**config.mk**
```make
export PLATFORM = sky130hd
export DESIGN_NAME = drive_status_monitor
export DESIGN_NICKNAME = d
export VERILOG_FILES = /design/src/pkg/drive_status_pkg.sv /design/src/verilog/drive_status_monitor.sv /design/src/verilog/fault_history.sv
export VERILOG_INCLUDE_DIRS = /design/src /design/src/pkg
export SDC_FILE = /design/constraint.sdc
export NUM_CORES = 1
export LEC_CHECK = 0
export BUFFER_PORTS_ARGS = -buffer_cell sky130_fd_sc_hd__buf_2
export CORE_ASPECT_RATIO = 0.6
export CORE_UTILIZATION = 25
export CTS_CLUSTER_DIAMETER = 30
export CTS_CLUSTER_SIZE = 20
export DETAILED_ROUTE_END_ITERATION = 12
export GPL_TIMING_DRIVEN = 1
export PLACE_DENSITY = 0.39
export SLEW_MARGIN = 20
export SYNTH_ARGS = -nofsm -noshare
export SYNTH_HDL_FRONTEND = slang
export SYNTH_HIERARCHICAL = 1
export SYNTH_SLANG_ARGS = --single-unit
```
**constraint.sdc**
```tcl
create_clock -name pclk -period 1.7 [get_ports pclk]
set_clock_uncertainty 0.2 [all_clocks]
set_input_delay 0.34 -clock pclk [delete_from_list [all_inputs] [get_ports pclk]]
set_output_delay 0.34 -clock pclk [all_outputs]
set_load 0.02 [all_outputs]
```
**src/pkg/drive_status_map.svh**
```systemverilog
// register offsets, field layouts and reset values for the drive status monitor
`ifndef DRIVE_STATUS_MAP_SVH
`define DRIVE_STATUS_MAP_SVH

// ****************************************
// register byte offsets
// ****************************************
`define OFS_MONITOR_SELECT     12'h000
`define OFS_POWERUP_SELECT     12'h004
`define OFS_INPUT_STATE        12'h008
`define OFS_OUTPUT_STATE       12'h00C
`define OFS_USER_MONITOR       12'h010
`define OFS_USER_LABEL         12'h014
`define OFS_POWERUP_ITEM       12'h018
`define OFS_CURRENT_FAULT      12'h01C
`define OFS_CURRENT_FREQ       12'h020
`define OFS_CURRENT_AMPS       12'h024
`define OFS_CURRENT_PHASE      12'h028
`define OFS_HISTORY_CLEAR      12'h02C
`define OFS_HISTORY_BASE       12'h040
`define OFS_HISTORY_STRIDE     12'h010

// ****************************************
// widths and reset values
// ****************************************
`define MONITOR_SELECT_W       3
`define POWERUP_SELECT_W       5
`define MONITOR_SELECT_RST     3'h0
`define POWERUP_SELECT_RST     5'h00
`define MONITOR_SELECT_MAX     3'h4
`define POWERUP_SELECT_MAX     5'h11
`define HISTORY_CLEAR_RST      1'b0
`define INPUT_STATE_RST        5'h01
`define FAULT_NONE             16'h0000
`define HISTORY_DEPTH          5
`define PHASE_W                2
`define ANALOG_VOLT_FULL       16'h03E8
`define ANALOG_AMP_FULL        16'h07D0

`endif

```
**src/pkg/drive_status_pkg.sv**
```systemverilog
// types shared by the drive status monitor
package drive_status_pkg;

    // item shown on the user monitor
    typedef enum logic [2:0] {
        MON_OUT_VOLT  = 3'b000,
        MON_OUT_POWER = 3'b001,
        MON_TORQUE    = 3'b010,
        MON_AN_VOLT   = 3'b011,
        MON_AN_CURR   = 3'b100
    } monitor_sel_e;

    // operating phase at trip
    typedef enum logic [1:0] {
        PHASE_CONST = 2'b00,
        PHASE_ACCEL = 2'b01,
        PHASE_DECEL = 2'b10
    } op_phase_e;

    // label codes for the user monitor display
    typedef enum logic [2:0] {
        LBL_VOLT         = 3'b000,
        LBL_POWER        = 3'b001,
        torque_label     = 3'b010,
        analog_volt_label = 3'b011,
        analog_current_label = 3'b100,
        LBL_ANALOG_V_MODE = 3'b101
    } monitor_label_e;

    // one fault record
    typedef struct packed {
        logic [15:0] fault;
        logic [15:0] freq;
        logic [15:0] amps;
        logic [1:0]  phase;
    } fault_rec_s;

endpackage

```
**src/verilog/drive_status_monitor.sv**
```systemverilog
// status monitor and fault logging for a motor drive, APB slave
`timescale 1ns/1ps
`include "drive_status_map.svh"

// Overview of operation
// - user monitor shows volt, power, torque, analog V or analog I/V; label follows
// - analog I/V choice only on advanced I/O; current to 20 mA, volt 10 V
// - power-up item from select code 0 to 17, default 0 run frequency
// - codes 12-15 current, speed, DC bus, user monitor; 16 fault; 17 hidden
// - input terminal state, one bit each, 3 standard or 5 advanced
// - output terminal state, relay and open collector bits, 00 when off
// - trip captures fault type, frequency, current and phase
// - phase records accelerating, decelerating or constant speed
// - history keeps five fault records, entries 1 to 5
// - writing 1 to history clear erases all five entries
// - fault reset moves current fault to entry 1, older ones shift down
// - simultaneous trips stored together in one entry, one bit per source
module drive_status_monitor
    import drive_status_pkg::*;
#(
    parameter bit ADVANCED_IO = 1'b1,
    parameter int DEPTH       = `HISTORY_DEPTH
) (
    input  wire logic        pclk,           // system clock
    input  wire logic        presetn,        // async reset, low
    input  wire logic        psel,           // apb select
    input  wire logic        penable,        // apb enable
    input  wire logic        pwrite,         // apb direction
    input  wire logic [11:0] paddr,          // apb byte address
    input  wire logic [31:0] pwdata,         // apb write data
    output logic      [31:0] prdata,         // apb read data
    output logic             pready,         // apb ready
    output logic             pslverr,        // apb error
    input  wire logic [15:0] out_voltage,    // output voltage sample
    input  wire logic [15:0] out_power,      // output power sample
    input  wire logic [15:0] torque,         // torque sample
    input  wire logic [15:0] analog_volt,    // analog voltage input
    input  wire logic [15:0] analog_curr,    // analog current/voltage input
    input  wire logic        analog_mode_switch, // 1 current mode, pin
    input  wire logic [4:0]  input_pins,     // input terminals, pins
    input  wire logic        relay_pin,      // relay output state
    input  wire logic        oc_pin,         // open collector state
    input  wire logic [15:0] run_freq,       // present output frequency
    input  wire logic [15:0] run_amps,       // present output current
    input  wire logic        accelerating,   // ramp up in progress
    input  wire logic        decelerating,   // ramp down in progress
    input  wire logic [3:0]  trip_req,       // trip sources, same cycle
    input  wire logic        stop_reset_key, // stop/reset key, pin
    input  wire logic        reset_terminal, // reset terminal, pin
    output logic [4:0]       powerup_item,   // item shown at power-up
    output logic [2:0]       user_label,     // label of user monitor
    output logic [15:0]      user_monitor_value, // selected quantity
    output logic             fault_active    // a trip is held
);

    // ****************************************
    // state
    // ****************************************
    typedef struct packed {
        logic [2:0]  mon_sel;
        logic [4:0]  pwr_sel;
        logic [4:0]  in_s1;
        logic [4:0]  in_s2;
        logic [1:0]  out_s1;
        logic [1:0]  out_s2;
        logic [2:0]  rst_s1;
        logic [2:0]  rst_s2;
        logic        rst_prev;
        logic        amode_s1;
        logic        amode_s2;
        logic        held;
        fault_rec_s  cur;
        logic [15:0] mon_val;
        logic [2:0]  label;
        logic [4:0]  pwr_item;
        logic        shift;
        logic        clear;
        logic        clr_bit;
        logic [31:0] rdata;
        logic        err;
    } state_s;

    state_s     st_q;
    state_s     st_d;
    fault_rec_s hist [DEPTH];

    localparam logic [11:0] HIST_END = 12'(`OFS_HISTORY_BASE + DEPTH * `OFS_HISTORY_STRIDE);

    // map history address to entry index and field
    function automatic logic [31:0] hist_read(input logic [11:0] a);
        logic [11:0] off;
        logic [3:0]  idx;
        hist_read = 32'h0000_0000;
        off       = a - `OFS_HISTORY_BASE;
        idx       = off[7:4];
        for (int i = 0; i < DEPTH; i++) begin
            if (idx == 4'(i)) begin
                case (off[3:2])
                    2'd0:    hist_read = {16'h0000, hist[i].fault};
                    2'd1:    hist_read = {16'h0000, hist[i].freq};
                    2'd2:    hist_read = {16'h0000, hist[i].amps};
                    default: hist_read = {30'h0000_0000, hist[i].phase};
                endcase
            end
        end
    endfunction

    // power-up item, out-of-range codes fall back to run frequency
    function automatic logic [4:0] pwr_item_of(input logic [4:0] s);
        pwr_item_of = (s > `POWERUP_SELECT_MAX) ? `POWERUP_SELECT_RST : s;
    endfunction

    wire logic setup  = psel && !penable;
    wire logic access = psel && penable;
    wire logic in_hist = (paddr >= `OFS_HISTORY_BASE) && (paddr < HIST_END);

    // ****************************************
    // next-state logic
    // ****************************************
    always_comb begin
        logic       rst_now;
        logic [4:0] in_mask;
        rst_now = 1'b0;
        in_mask = 5'h00;
        st_d    = st_q;
        st_d.shift = 1'b0;
        st_d.clear = 1'b0;

        // two-flop synchronisers for pins
        st_d.in_s1    = input_pins;
        st_d.in_s2    = st_q.in_s1;
        st_d.out_s1   = {relay_pin, oc_pin};
        st_d.out_s2   = st_q.out_s1;
        st_d.rst_s1   = {stop_reset_key, reset_terminal, 1'b0};
        st_d.rst_s2   = st_q.rst_s1;
        st_d.amode_s1 = analog_mode_switch;
        st_d.amode_s2 = st_q.amode_s1;

        // fault reset request, rising edge of key or terminal
        rst_now       = st_q.rst_s2[2] | st_q.rst_s2[1];
        st_d.rst_prev = rst_now;

        // record stays one cycle past the shift so history takes it intact
        if (st_q.shift) begin
            st_d.cur = '0;
        end

        // capture the first trip cycle; all sources merged into one record
        if (!st_q.held && (trip_req != 4'h0)) begin
            st_d.held      = 1'b1;
            st_d.cur.fault = {12'h000, trip_req};
            st_d.cur.freq  = run_freq;
            st_d.cur.amps  = run_amps;
            if (accelerating) begin
                st_d.cur.phase = PHASE_ACCEL;
            end else if (decelerating) begin
                st_d.cur.phase = PHASE_DECEL;
            end else begin
                st_d.cur.phase = PHASE_CONST;
            end
        end else if (st_q.held && rst_now && !st_q.rst_prev) begin
            st_d.held  = 1'b0;
            st_d.shift = 1'b1;
        end

        // user monitor selection and label
        case (st_q.mon_sel)
            MON_OUT_VOLT: begin
                st_d.mon_val = out_voltage;
                st_d.label   = LBL_VOLT;
            end
            MON_OUT_POWER: begin
                st_d.mon_val = out_power;
                st_d.label   = LBL_POWER;
            end
            MON_TORQUE: begin
                st_d.mon_val = torque;
                st_d.label   = torque_label;
            end
            MON_AN_VOLT: begin
                st_d.mon_val = (analog_volt > `ANALOG_VOLT_FULL) ?
                               `ANALOG_VOLT_FULL : analog_volt;
                st_d.label   = analog_volt_label;
            end
            MON_AN_CURR: begin
                if (st_q.amode_s2) begin
                    st_d.mon_val = (analog_curr > `ANALOG_AMP_FULL) ?
                                   `ANALOG_AMP_FULL : analog_curr;
                    st_d.label   = analog_current_label;
                end else begin
                    st_d.mon_val = (analog_curr > `ANALOG_VOLT_FULL) ?
                                   `ANALOG_VOLT_FULL : analog_curr;
                    st_d.label   = LBL_ANALOG_V_MODE;
                end
            end
            default: begin
                st_d.mon_val = out_voltage;
                st_d.label   = LBL_VOLT;
            end
        endcase

        st_d.pwr_item = pwr_item_of(st_q.pwr_sel);

        // apb write, takes effect at the access edge
        if (access && pwrite) begin
            case (paddr)
                `OFS_MONITOR_SELECT: begin
                    if (pwdata[2:0] <= `MONITOR_SELECT_MAX &&
                        (ADVANCED_IO || pwdata[2:0] != MON_AN_CURR)) begin
                        st_d.mon_sel = pwdata[2:0];
                    end
                end
                `OFS_POWERUP_SELECT: begin
                    if (pwdata[4:0] <= `POWERUP_SELECT_MAX) begin
                        st_d.pwr_sel = pwdata[4:0];
                    end
                end
                `OFS_HISTORY_CLEAR: begin
                    st_d.clr_bit = pwdata[0];
                    st_d.clear   = pwdata[0];
                end
                default: begin
                end
            endcase
        end

        // read data and error, captured in setup so access answers at once
        in_mask = ADVANCED_IO ? 5'h1F : 5'h07;
        if (setup) begin
            st_d.err = 1'b0;
            case (paddr)
                `OFS_MONITOR_SELECT: st_d.rdata = {29'h0, st_q.mon_sel};
                `OFS_POWERUP_SELECT: st_d.rdata = {27'h0, st_q.pwr_sel};
                `OFS_INPUT_STATE:    st_d.rdata = {27'h0, st_q.in_s2 & in_mask};
                `OFS_OUTPUT_STATE:   st_d.rdata = {30'h0, st_q.out_s2};
                `OFS_USER_MONITOR:   st_d.rdata = {16'h0, st_q.mon_val};
                `OFS_USER_LABEL:     st_d.rdata = {29'h0, st_q.label};
                `OFS_POWERUP_ITEM:   st_d.rdata = {27'h0, st_q.pwr_item};
                `OFS_CURRENT_FAULT:  st_d.rdata = {16'h0, st_q.cur.fault};
                `OFS_CURRENT_FREQ:   st_d.rdata = {16'h0, st_q.cur.freq};
                `OFS_CURRENT_AMPS:   st_d.rdata = {16'h0, st_q.cur.amps};
                `OFS_CURRENT_PHASE:  st_d.rdata = {30'h0, st_q.cur.phase};
                `OFS_HISTORY_CLEAR:  st_d.rdata = {31'h0, st_q.clr_bit};
                default: begin
                    if (in_hist) begin
                        st_d.rdata = hist_read(paddr);
                    end else begin
                        st_d.rdata = 32'h0000_0000;
                        st_d.err   = 1'b1;
                    end
                end
            endcase
        end
    end

    // ****************************************
    // state register
    // ****************************************
    always_ff @(posedge pclk or negedge presetn) begin
        if (!presetn) begin
            st_q         <= '0;
            st_q.mon_sel <= `MONITOR_SELECT_RST;
            st_q.pwr_sel <= `POWERUP_SELECT_RST;
            st_q.in_s1   <= `INPUT_STATE_RST;
            st_q.in_s2   <= `INPUT_STATE_RST;
            st_q.clr_bit <= `HISTORY_CLEAR_RST;
        end else begin
            st_q <= st_d;
        end
    end

    // ****************************************
    // history and outputs
    // ****************************************
    fault_history #(
        .DEPTH (DEPTH)
    ) u_hist (
        .pclk    (pclk),
        .presetn (presetn),
        .shift_i (st_q.shift),
        .clear_i (st_q.clear),
        .rec_i   (st_q.cur),
        .hist_o  (hist)
    );

    // apb answers in the first access cycle
    assign pready             = 1'b1;
    assign prdata             = st_q.rdata;
    assign pslverr            = access && st_q.err;
    assign powerup_item       = st_q.pwr_item;
    assign user_label         = st_q.label;
    assign user_monitor_value = st_q.mon_val;
    assign fault_active       = st_q.held;

    // ****************************************
    // assertions
    // ****************************************
    a_trip_capture: assert property (@(posedge pclk) disable iff (!presetn)
        !st_q.held && trip_req != 4'h0 |=> st_q.held && st_q.cur.freq == $past(run_freq))
        else $error("trip not captured");

    a_phase_accel: assert property (@(posedge pclk) disable iff (!presetn)
        !st_q.held && trip_req != 4'h0 && accelerating |=> st_q.cur.phase == PHASE_ACCEL)
        else $error("accel phase wrong");

    a_merge_trips: assert property (@(posedge pclk) disable iff (!presetn)
        !st_q.held && trip_req != 4'h0 |=> st_q.cur.fault[3:0] == $past(trip_req))
        else $error("simultaneous trips not merged");

    a_mon_torque: assert property (@(posedge pclk) disable iff (!presetn)
        st_q.mon_sel == MON_TORQUE ##1 st_q.mon_sel == MON_TORQUE |-> user_label == torque_label)
        else $error("torque label missing");

    a_pwr_item: assert property (@(posedge pclk) disable iff (!presetn)
        $stable(st_q.pwr_sel) |=> powerup_item == $past(st_q.pwr_sel))
        else $error("power-up item mismatch");

    a_shift_on_reset: assert property (@(posedge pclk) disable iff (!presetn)
        st_q.shift |-> !st_q.held ##1 hist[0].fault == $past(st_q.cur.fault))
        else $error("fault reset did not shift");

    a_input_width: assert property (@(posedge pclk) disable iff (!presetn)
        setup && paddr == `OFS_INPUT_STATE && !ADVANCED_IO |=> prdata[4:3] == 2'b00)
        else $error("standard input state too wide");

    a_output_off: assert property (@(posedge pclk) disable iff (!presetn)
        setup && paddr == `OFS_OUTPUT_STATE && st_q.out_s2 == 2'b00 |=> prdata == 32'h0)
        else $error("output state not 00");

    a_mon_power: assert property (@(posedge pclk) disable iff (!presetn)
        st_q.mon_sel == MON_OUT_POWER |=> user_monitor_value == $past(out_power))
        else $error("power value wrong");

    a_analog_clamp: assert property (@(posedge pclk) disable iff (!presetn)
        st_q.mon_sel == MON_AN_CURR |=> user_monitor_value <= `ANALOG_AMP_FULL)
        else $error("analog not clamped");

    a_trip_kept: assert property (@(posedge pclk) disable iff (!presetn)
        st_q.held ##1 st_q.held |-> $stable(st_q.cur))
        else $error("held record changed");

    a_cur_cleared: assert property (@(posedge pclk) disable iff (!presetn)
        st_q.shift && trip_req == 4'h0 |=> st_q.cur.fault == `FAULT_NONE)
        else $error("record not cleared");

endmodule

```
**src/verilog/fault_history.sv**
```systemverilog
// five-deep fault history shift register
`timescale 1ns/1ps
`include "drive_status_map.svh"

module fault_history
    import drive_status_pkg::*;
#(
    parameter int DEPTH = `HISTORY_DEPTH
) (
    input  wire logic       pclk,          // system clock
    input  wire logic       presetn,       // async reset, low
    input  wire logic       shift_i,       // fault reset pulse
    input  wire logic       clear_i,       // erase pulse
    input  wire fault_rec_s rec_i,         // current fault record
    output fault_rec_s      hist_o [DEPTH] // entry 1 at index 0
);

    typedef struct packed {
        fault_rec_s [DEPTH-1:0] ent;
    } hist_state_s;

    hist_state_s st_q;
    hist_state_s st_d;

    localparam fault_rec_s EMPTY = '{fault: `FAULT_NONE, freq: 16'h0000,
                                     amps: 16'h0000, phase: 2'b00};

    // shift toward the oldest entry, oldest drops out; clear empties all
    always_comb begin
        st_d = st_q;
        if (clear_i) begin
            for (int i = 0; i < DEPTH; i++) begin
                st_d.ent[i] = EMPTY;
            end
        end else if (shift_i) begin
            st_d.ent[0] = rec_i;
            for (int i = 1; i < DEPTH; i++) begin
                st_d.ent[i] = st_q.ent[i-1];
            end
        end
    end

    // register the history
    always_ff @(posedge pclk or negedge presetn) begin
        if (!presetn) begin
            st_q <= '0;
        end else begin
            st_q <= st_d;
        end
    end

    // unpack entries to the output array
    genvar g;
    generate
        for (g = 0; g < DEPTH; g++) begin : g_out
            assign hist_o[g] = st_q.ent[g];
        end
    endgenerate

    // ****************************************
    // assertions
    // ****************************************
    a_shift_newest: assert property (@(posedge pclk) disable iff (!presetn)
        shift_i && !clear_i |=> st_q.ent[0] == $past(rec_i))
        else $error("entry 1 did not take the current fault");

    a_shift_older: assert property (@(posedge pclk) disable iff (!presetn)
        shift_i && !clear_i |=> st_q.ent[DEPTH-1] == $past(st_q.ent[DEPTH-2]))
        else $error("history did not shift");

    a_clear_all: assert property (@(posedge pclk) disable iff (!presetn)
        clear_i |=> st_q.ent[0].fault == `FAULT_NONE && st_q.ent[DEPTH-1].fault == `FAULT_NONE)
        else $error("history not erased");

endmodule

```
==> flow_summary.toml, run 1 <==
[floorplanning]
die_area_um2 = 75000
fp-row-count = 76
io_pins = 236
placeableCoreArea_um2 = 72400
initial_utilization_pct = 25.5
die_w_um = 353
die_h_um = 212

[drt]
wirelength_um = 73600
wire_per_inst_um = 21.9
final_antenna_net_count = 0
detail_route.first_pass.iterations = 5
route.detailed.drc = 0
routed_via_density = 4.73
first_iter_violations = 1316
vias = 15900

[layout]
antenna_cells = 0
area_growth_pct = 50.5
drive_gt1_share_pct = 37.6
final_area_um2 = 27800
fin_cells = 3363
fin_nets = 2507

[placed_design]
portBuffers = 191
place_congestion = 0.928
dp_hpwl_um = 53600
dp.cells = 3084
placed_area_um2 = 22800
dp_slack_ns = -0.830

[synth]
synth_top_area_share_pct = 48.8
ys_ff_latch = 362
synth_cell_types = 73
ys_async_sr_fraction_pct = 100
synth_cells = 1738
ys_warn_count = 6
synth_seq_area_share_pct = 49.1
synth_area_um2 = 18500
synth_area_leaders = "dfrtp_1, mux2i_1, nor2_1, mux2_2, buf_4"
synth_flop_cell = "dfrtp_1"
syn_avg_cell_area_um2 = 10.6
synth_edf_count = 0
yosysTopAreaCell = "dfrtp_1"

[critical_path]
cp.arrival_ns = 2.32
reg2reg_to = "prdata[9]$_DFFE_PN0P_"
required_ns = 1.99
cp-end-kind = "flip-flop"
cp-start-kind = "flip-flop"
cp_max_fo = 2
reg2reg_slack_ns = -0.33
criticalPathCategory = "flip-flop to flip-flop"
worst_r2r_path_depth = 5
r2r-start = "u_hist/hist_o[193]$_DFFE_PN0P_"
startpoint = "u_hist/hist_o[193]$_DFFE_PN0P_"

[sta]
rsz0062_at_grt = "true"
period_share_pct = 119
fin_ws_ns = -0.325
setup_viol = 80
final.min_clock_period_ns = 2.03
tightest_slew_ns = 0.664
timing.slew.headroom_pct = 55.8
hold_viol = 0
timing.fmax_ghz = 0.494
drv_slew = 0

[clock_tree]
root_buffer = "clkbuf_16"
cts_max_path_buffers = 3
cts_tree = "yes"
numCtsBuffers = 73
worstSkewPairLatency_ns = 0.61
cts-htree-levels = 3
clkTransAtPathRegs_ns = 0.05
cts_sinks = 362

[pwr]
p_int_mw = 26.2
pwr-share-clk_pct = 41.6
max-vdd-ir-drop_mv = 0.769
seq_power_share_pct = 36.3
swShare_pct = 30.5
switching_power_mw = 11.5
power_frac_comb_pct = 22.1
power_density_nw_per_um2 = 1360
p_leak_nw = 12.5
power_mw = 37.7

[hold_path]
min_path_type = "input pin to flip-flop"
min_to = "st_q[96]$_DFFE_PN0P_"
hold_path_startpoint = "trip_req[2]"
whs_path_depth = 3

[job]
drv_cap = 0

[global_route]
grt_max_degree = 59
grt_pass1_wl_um = 106000
gr-total-overflow = 0
antenna_found_initial = 9
track_usage_pct = 19.0
grt_pass1_vias = 15800

[outcome]
status = "finished, violations left"
violations = "setup timing"
[power groups by stage]
stage	registers (mW)	logic [mW]	clock network, mW
after floorplan	12.9	4.36	0
after global placement	13.7	7.63	0
after detailed placement	13.7	7.81	0
after CTS	13.6	8.20	15.9
after global routing	14.0	9.17	16.4
final	13.7	8.33	15.7
[sequential cells by signal (all words and copies together), names as in the netlist]
signal              cells
fault_active            1
powerup_item            5
prdata                 16
st_d                   10
st_q                   61
u_hist/hist_o         250
user_label              3
user_monitor_value     16
[placed cells by master (no fill, tap or decap), types with 10 or more instances in the layout]
cell / count
nand2_1: 88
a211oi_1: 14
buf_12: 48
clkbuf_8: 14
dfrtp_2: 15
conb_1: 29
nand2b_1: 46
nand3_1: 17
a221oi_1: 15
a21oi_1: 22
clkbuf_16: 81
a32oi_1: 10
mux4_2: 10
mux2_2: 47
o21ai_0: 37
o21ai_1: 43
nor2_1: 278
dlygate4sd3_1: 94
a221oi_2: 14
buf_2: 145
inv_1: 18
nor2b_1: 10
a221o_1: 17
buf_6: 64
dfrtp_1: 343
mux2i_1: 282
a22oi_1: 11
bufinv_16: 10
o21ai_2: 11
buf_4: 314
[logic make-up (layout without fill, tap and decap cells)]
group | Yosys count | after routing | share of synthesized area [%]
AND/OR/NAND/NOR | 522 | 523 | 12.9
flip-flops | 362 | 362 | 49.1
multiplexers | 347 | 347 | 19.8
AO/OA/AOI/OAI | 294 | 294 | 11.2
buffers and inverters | 208 | 830 | 6.75
other | 2 | 29 | 0.0407
XOR/XNOR | 2 | 2 | 0.0949
adder cells (fa/ha/maj) | 1 | 1 | 0.0542
[critical path: stages, from the launching register on]
cell	delay, ns
dfrtp_1	0.39
mux2_2	0.28
a221oi_2	0.25
a21oi_2	0.06
a221o_1	0.39
a221o_1	0.32
[layout make-up]
cell class	count	area, um2
clock buffer	93	2110
clock inverter	40	573
fill	7081	44600
inverter	24	97.6
multi-input combinational	1196	8820
sequential	362	9090
tap	975	1220
timing repair buffer	673	5870
[metrics by stage]
stage | TNS (ns) | hold WS, ns | utilization (%)
floorplan | -11.46 | -0.156 | -
global placement | -23.78 | 0.0442 | 31.5
global route | -10.43 | 0.0193 | 38.4
finish | -6.91 | 0.00285 | 38.4
CTS | -5.00 | 0.00369 | 37.6
detailed placement | -23.92 | 0.0440 | 31.5
[synth_stat cells, types with 5 or more instances]
| library cell | count |
|---|---|
| a211o_1 | 8 |
| a211oi_1 | 14 |
| a21boi_0 | 7 |
| a21oi_1 | 31 |
| a221o_1 | 17 |
| a221oi_1 | 30 |
| a22oi_1 | 15 |
| a2bb2oi_1 | 6 |
| a32oi_1 | 10 |
| and2_1 | 5 |
| and3_1 | 8 |
| buf_1 | 5 |
| buf_2 | 27 |
| buf_4 | 67 |
| buf_6 | 21 |
| clkbuf_1 | 62 |
| dfrtp_1 | 360 |
| inv_1 | 20 |
| mux2_2 | 51 |
| mux2i_1 | 285 |
| mux4_2 | 10 |
| nand2_1 | 94 |
| nand2b_1 | 47 |
| nand3_1 | 19 |
| nand3b_1 | 6 |
| nor2_1 | 281 |
| nor2b_1 | 14 |
| nor3_1 | 9 |
| nor3b_1 | 7 |
| nor4_1 | 6 |
| o211ai_1 | 6 |
| o21a_1 | 9 |
| o21ai_0 | 89 |
| o221a_2 | 5 |
| o221ai_1 | 5 |
| o22ai_1 | 5 |
| o2bb2ai_1 | 5 |
| or3_1 | 8 |
[timing repair]
item	in CTS	in global routing
endpoints found under the hold margin	436	4
hold buffers	95	3
pin swaps	33	21
buffers inserted	33	11
endpoints found under the setup margin	73	111
cloned	0	9
gates resized for setup	152	96
[worst max-delay path by stage]
stage	to	depth (start not counted)
3_5_place_dp	prdata[0]$_DFFE_PN0P_	9
5_1_grt	prdata[9]$_DFFE_PN0P_	5
3_3_place_gp	prdata[0]$_DFFE_PN0P_	9
2_1_floorplan	prdata[10]$_DFFE_PN0P_	6
6_report	prdata[9]$_DFFE_PN0P_	5
4_1_cts	prdata[9]$_DFFE_PN0P_	5
[per-layer routing]
layer,wire [um],GRT usage [%]
met2,27800,23.5
met4,1030,3.75
met1,38400,31.0
met5,7,0
met3,6290,5.53
Note: power is estimated with default switching activity, not from simulation.
==> run 2, diff against run 1 <==
- BUFFER_PORTS_ARGS: -buffer_cell sky130_fd_sc_hd__buf_2 -> unset
- CORE_UTILIZATION: 25 -> 58
- DONT_BUFFER_PORTS: unset -> 1
- PLACE_DENSITY: 0.39 -> 0.73
- SYNTH_HIERARCHICAL: 1 -> unset
==> flow_summary.toml, run 2 <==
[drt]
routed_via_density = 6.48
final_antenna_net_count = 0
wire_per_inst_um = 23.7
wirelength_um = 47200
route.detailed.drc = 0
vias = 12900
first_iter_violations = 1739
detail_route.first_pass.iterations = 6

[critical_path]
cp_common_cell = "o32a_1"
cp.arrival_ns = 2.07
cp_max_fo = 6
crit_slowest_cell = "dfrtp_2"
criticalPathCategory = "flip-flop to flip-flop"
cp-end-kind = "flip-flop"
critPathMaxStageDelay_ns = 0.49
required_ns = 1.92
cp_cell_sequence = "mux2i_1 > o32a_1 > a21oi_2 > a211oi_2 > nor2_1 > o32a_1"
cp-start-kind = "flip-flop"

[job]
drv_cap = 0

[layout]
final.fill_count = 1528
area_growth_pct = 27.4
fin_nets = 1811
largest_reg_flops = 190
drive_gt1_share_pct = 20.4
layout_commonest_cell = "dfrtp_1"
fin_util_pct = 75.4
regArea_um2 = 7570
multi_input_area_um2 = 6890
layout_common_cells = "dfrtp_1, nor2_1, mux2i_1"

[placed_design]
dp_slack_ns = -0.473
place_congestion = 0.922
portBuffers = 0
dp_hpwl_um = 27800

[pwr]
power_frac_comb_pct = 18.6
switching_power_mw = 7.36
p_int_mw = 17.1
pwr-share-clk_pct = 36.3
seq_power_share_pct = 45.0
power_density_nw_per_um2 = 1280
swShare_pct = 30.1
max-vdd-ir-drop_mv = 0.975
p_leak_nw = 8.50

[synth]
synth_flop_cell = "dfrtp_1"
ys_ff_latch = 302
ys_warn_count = 0
synth_area_leaders = "dfrtp_1, mux2i_1, nor2_1, buf_4, a22oi_1"
synth_edf_count = 0
syn_avg_cell_area_um2 = 10.3
synth.most_common_cell = "dfrtp_1"
synth_top_area_share_pct = 50.0
yosysTopAreaCell = "dfrtp_1"
ys_async_sr_fraction_pct = 100
synth_area_um2 = 15000
synthTopCellsByCount = "dfrtp_1, nor2_1, mux2i_1"
synth_cell_types = 62
synth_seq_area_share_pct = 50.4
synth_cells = 1452

[floorplanning]
die_h_um = 127
die_w_um = 210
fp-row-count = 45
placeableCoreArea_um2 = 25300
initial_utilization_pct = 59.2
die_area_um2 = 26500
io_pins = 236

[sta]
hold_viol = 309
timing.fmax_ghz = 0.540
final.min_clock_period_ns = 1.85
period_share_pct = 109
fin_ws_ns = -0.152
setup_viol = 12
timing.slew.headroom_pct = 50.5
holdWs_ns = -0.673
tightest_slew_ns = 0.743
drv_slew = 0
rsz0062_at_grt = "true"

[global_route]
grt_pass1_wl_um = 70000
track_usage_pct = 33.8
grt_max_degree = 303
gr-total-overflow = 0
grt_pass1_vias = 12600
antenna_found_initial = 2

[hold_path]
min_path_type = "input pin to async pin"

[clock_tree]
cts_max_path_buffers = 3
root_buffer = "clkbuf_16"
cts-htree-levels = 2
cts_sinks = 302
numCtsBuffers = 39
worstSkewPairLatency_ns = 0.54
clkTransAtPathRegs_ns = 0.06
cts_tree = "yes"

[outcome]
violations = "hold timing, setup timing"
status = "finished, violations left"
[run 2: changes by cell type after synthesis, sizes merged, moves of 20 or more]
cell   delta
dfrtp    -60
a22oi    +32
nor2     -23
o21ai    -34
mux2i    -73
mux2     -47
nand2    -42
a21oi    +20
[run 2: per-stage QoR]
stage	std cells	TNS, ns	power [mW]	instance area, um2
final	1994	-0.487	24.5	19100
after global routing	1993	-1.14	25.5	19100
after CTS	1981	-0.384	24.3	18800
after detailed placement	1800	-10.88	15.1	16200
after global placement	1800	-9.91	14.9	16200
after floorplan	1467	-7.02	13.5	15200
[run 2: worst paths after layout]
check	slack (ns)	cells after the start	endpoint	start
max	-0.15	6	prdata[1]$_DFFE_PN0P_	st_q[140]$_DFFE_PN0P_
min	-0.67	0	u_hist.hist_o[30]$_DFFE_PN0P_	presetn
max reg2reg	-0.15	6	prdata[1]$_DFFE_PN0P_	st_q[140]$_DFFE_PN0P_
min reg2reg	0.15	0	st_q[116]$_DFF_PN0_	st_d[116]$_DFF_PN0_
max in group asynchronous	1.31	0	st_q[34]$_DFF_PN0_	presetn
min in group pclk	-0.11	2	prdata[2]$_DFFE_PN0P_	paddr[4]
[run 2: cells by family after synthesis]
kind of cell | Yosys count | share of synthesized area, %
xor gates and xnor gates | 1 | 0.0584
DFF | 302 | 50.4
buffers and inverters | 185 | 6.25
and+or+nand+nor | 434 | 13.3
AOI/OAI and AO/OA | 300 | 13.8
muxes | 228 | 16.2
other | 2 | 0.0500
[run 2: what timing repair did]
item                                   4_1_cts  5_1_grt
hold buffers                               109        2
setup buffers                                1        9
pin swaps                                    6       11
endpoints found under the hold margin      385      308
setup endpoints to repair                   22       65
cloned                                       0        1
resized for setup                           17       56
[run 2: layout make-up]
class | instances | area share, %
Multi-Input combinational cell | 980 | 36.0
Timing Repair Buffer | 292 | 14.5
Sequential cell | 302 | 39.6
Clock inverter | 24 | 1.74
Clock buffer | 47 | 5.59
Tap cell | 329 | 2.15
Antenna cell | 1 | 0.0131
Inverter | 19 | 0.373
[run 2: critical path, delay by kind of cell (launching register included)]
family | cells | cell delay, ns
AO/OA/AOI/OAI | 4 | 0.77
flip-flops | 1 | 0.49
multiplexers | 1 | 0.19
AND/OR/NAND/NOR | 1 | 0.08
[run 2: power by group through the flow]
stage / Clock [mW] / Combinational (mW) / Sequential (mW)
2_1_floorplan: 0 / 3.08 / 10.4
3_3_place_gp: 0 / 3.92 / 11.0
3_5_place_dp: 0 / 4.14 / 11.0
4_1_cts: 8.93 / 4.42 / 10.9
5_1_grt: 9.24 / 5.03 / 11.2
6_report: 8.88 / 4.56 / 11.0
[run 2: per-layer routing]
layer / up-vias / share of wire [%] / GRT usage (%)
li1: 5482 / - / -
met1: 6424 / 39 / 45.9
met2: 814 / 46 / 53.0
met3: 207 / 10 / 9.31
met4: 0 / 4.1 / 11.1
met5: - / 0 / 0
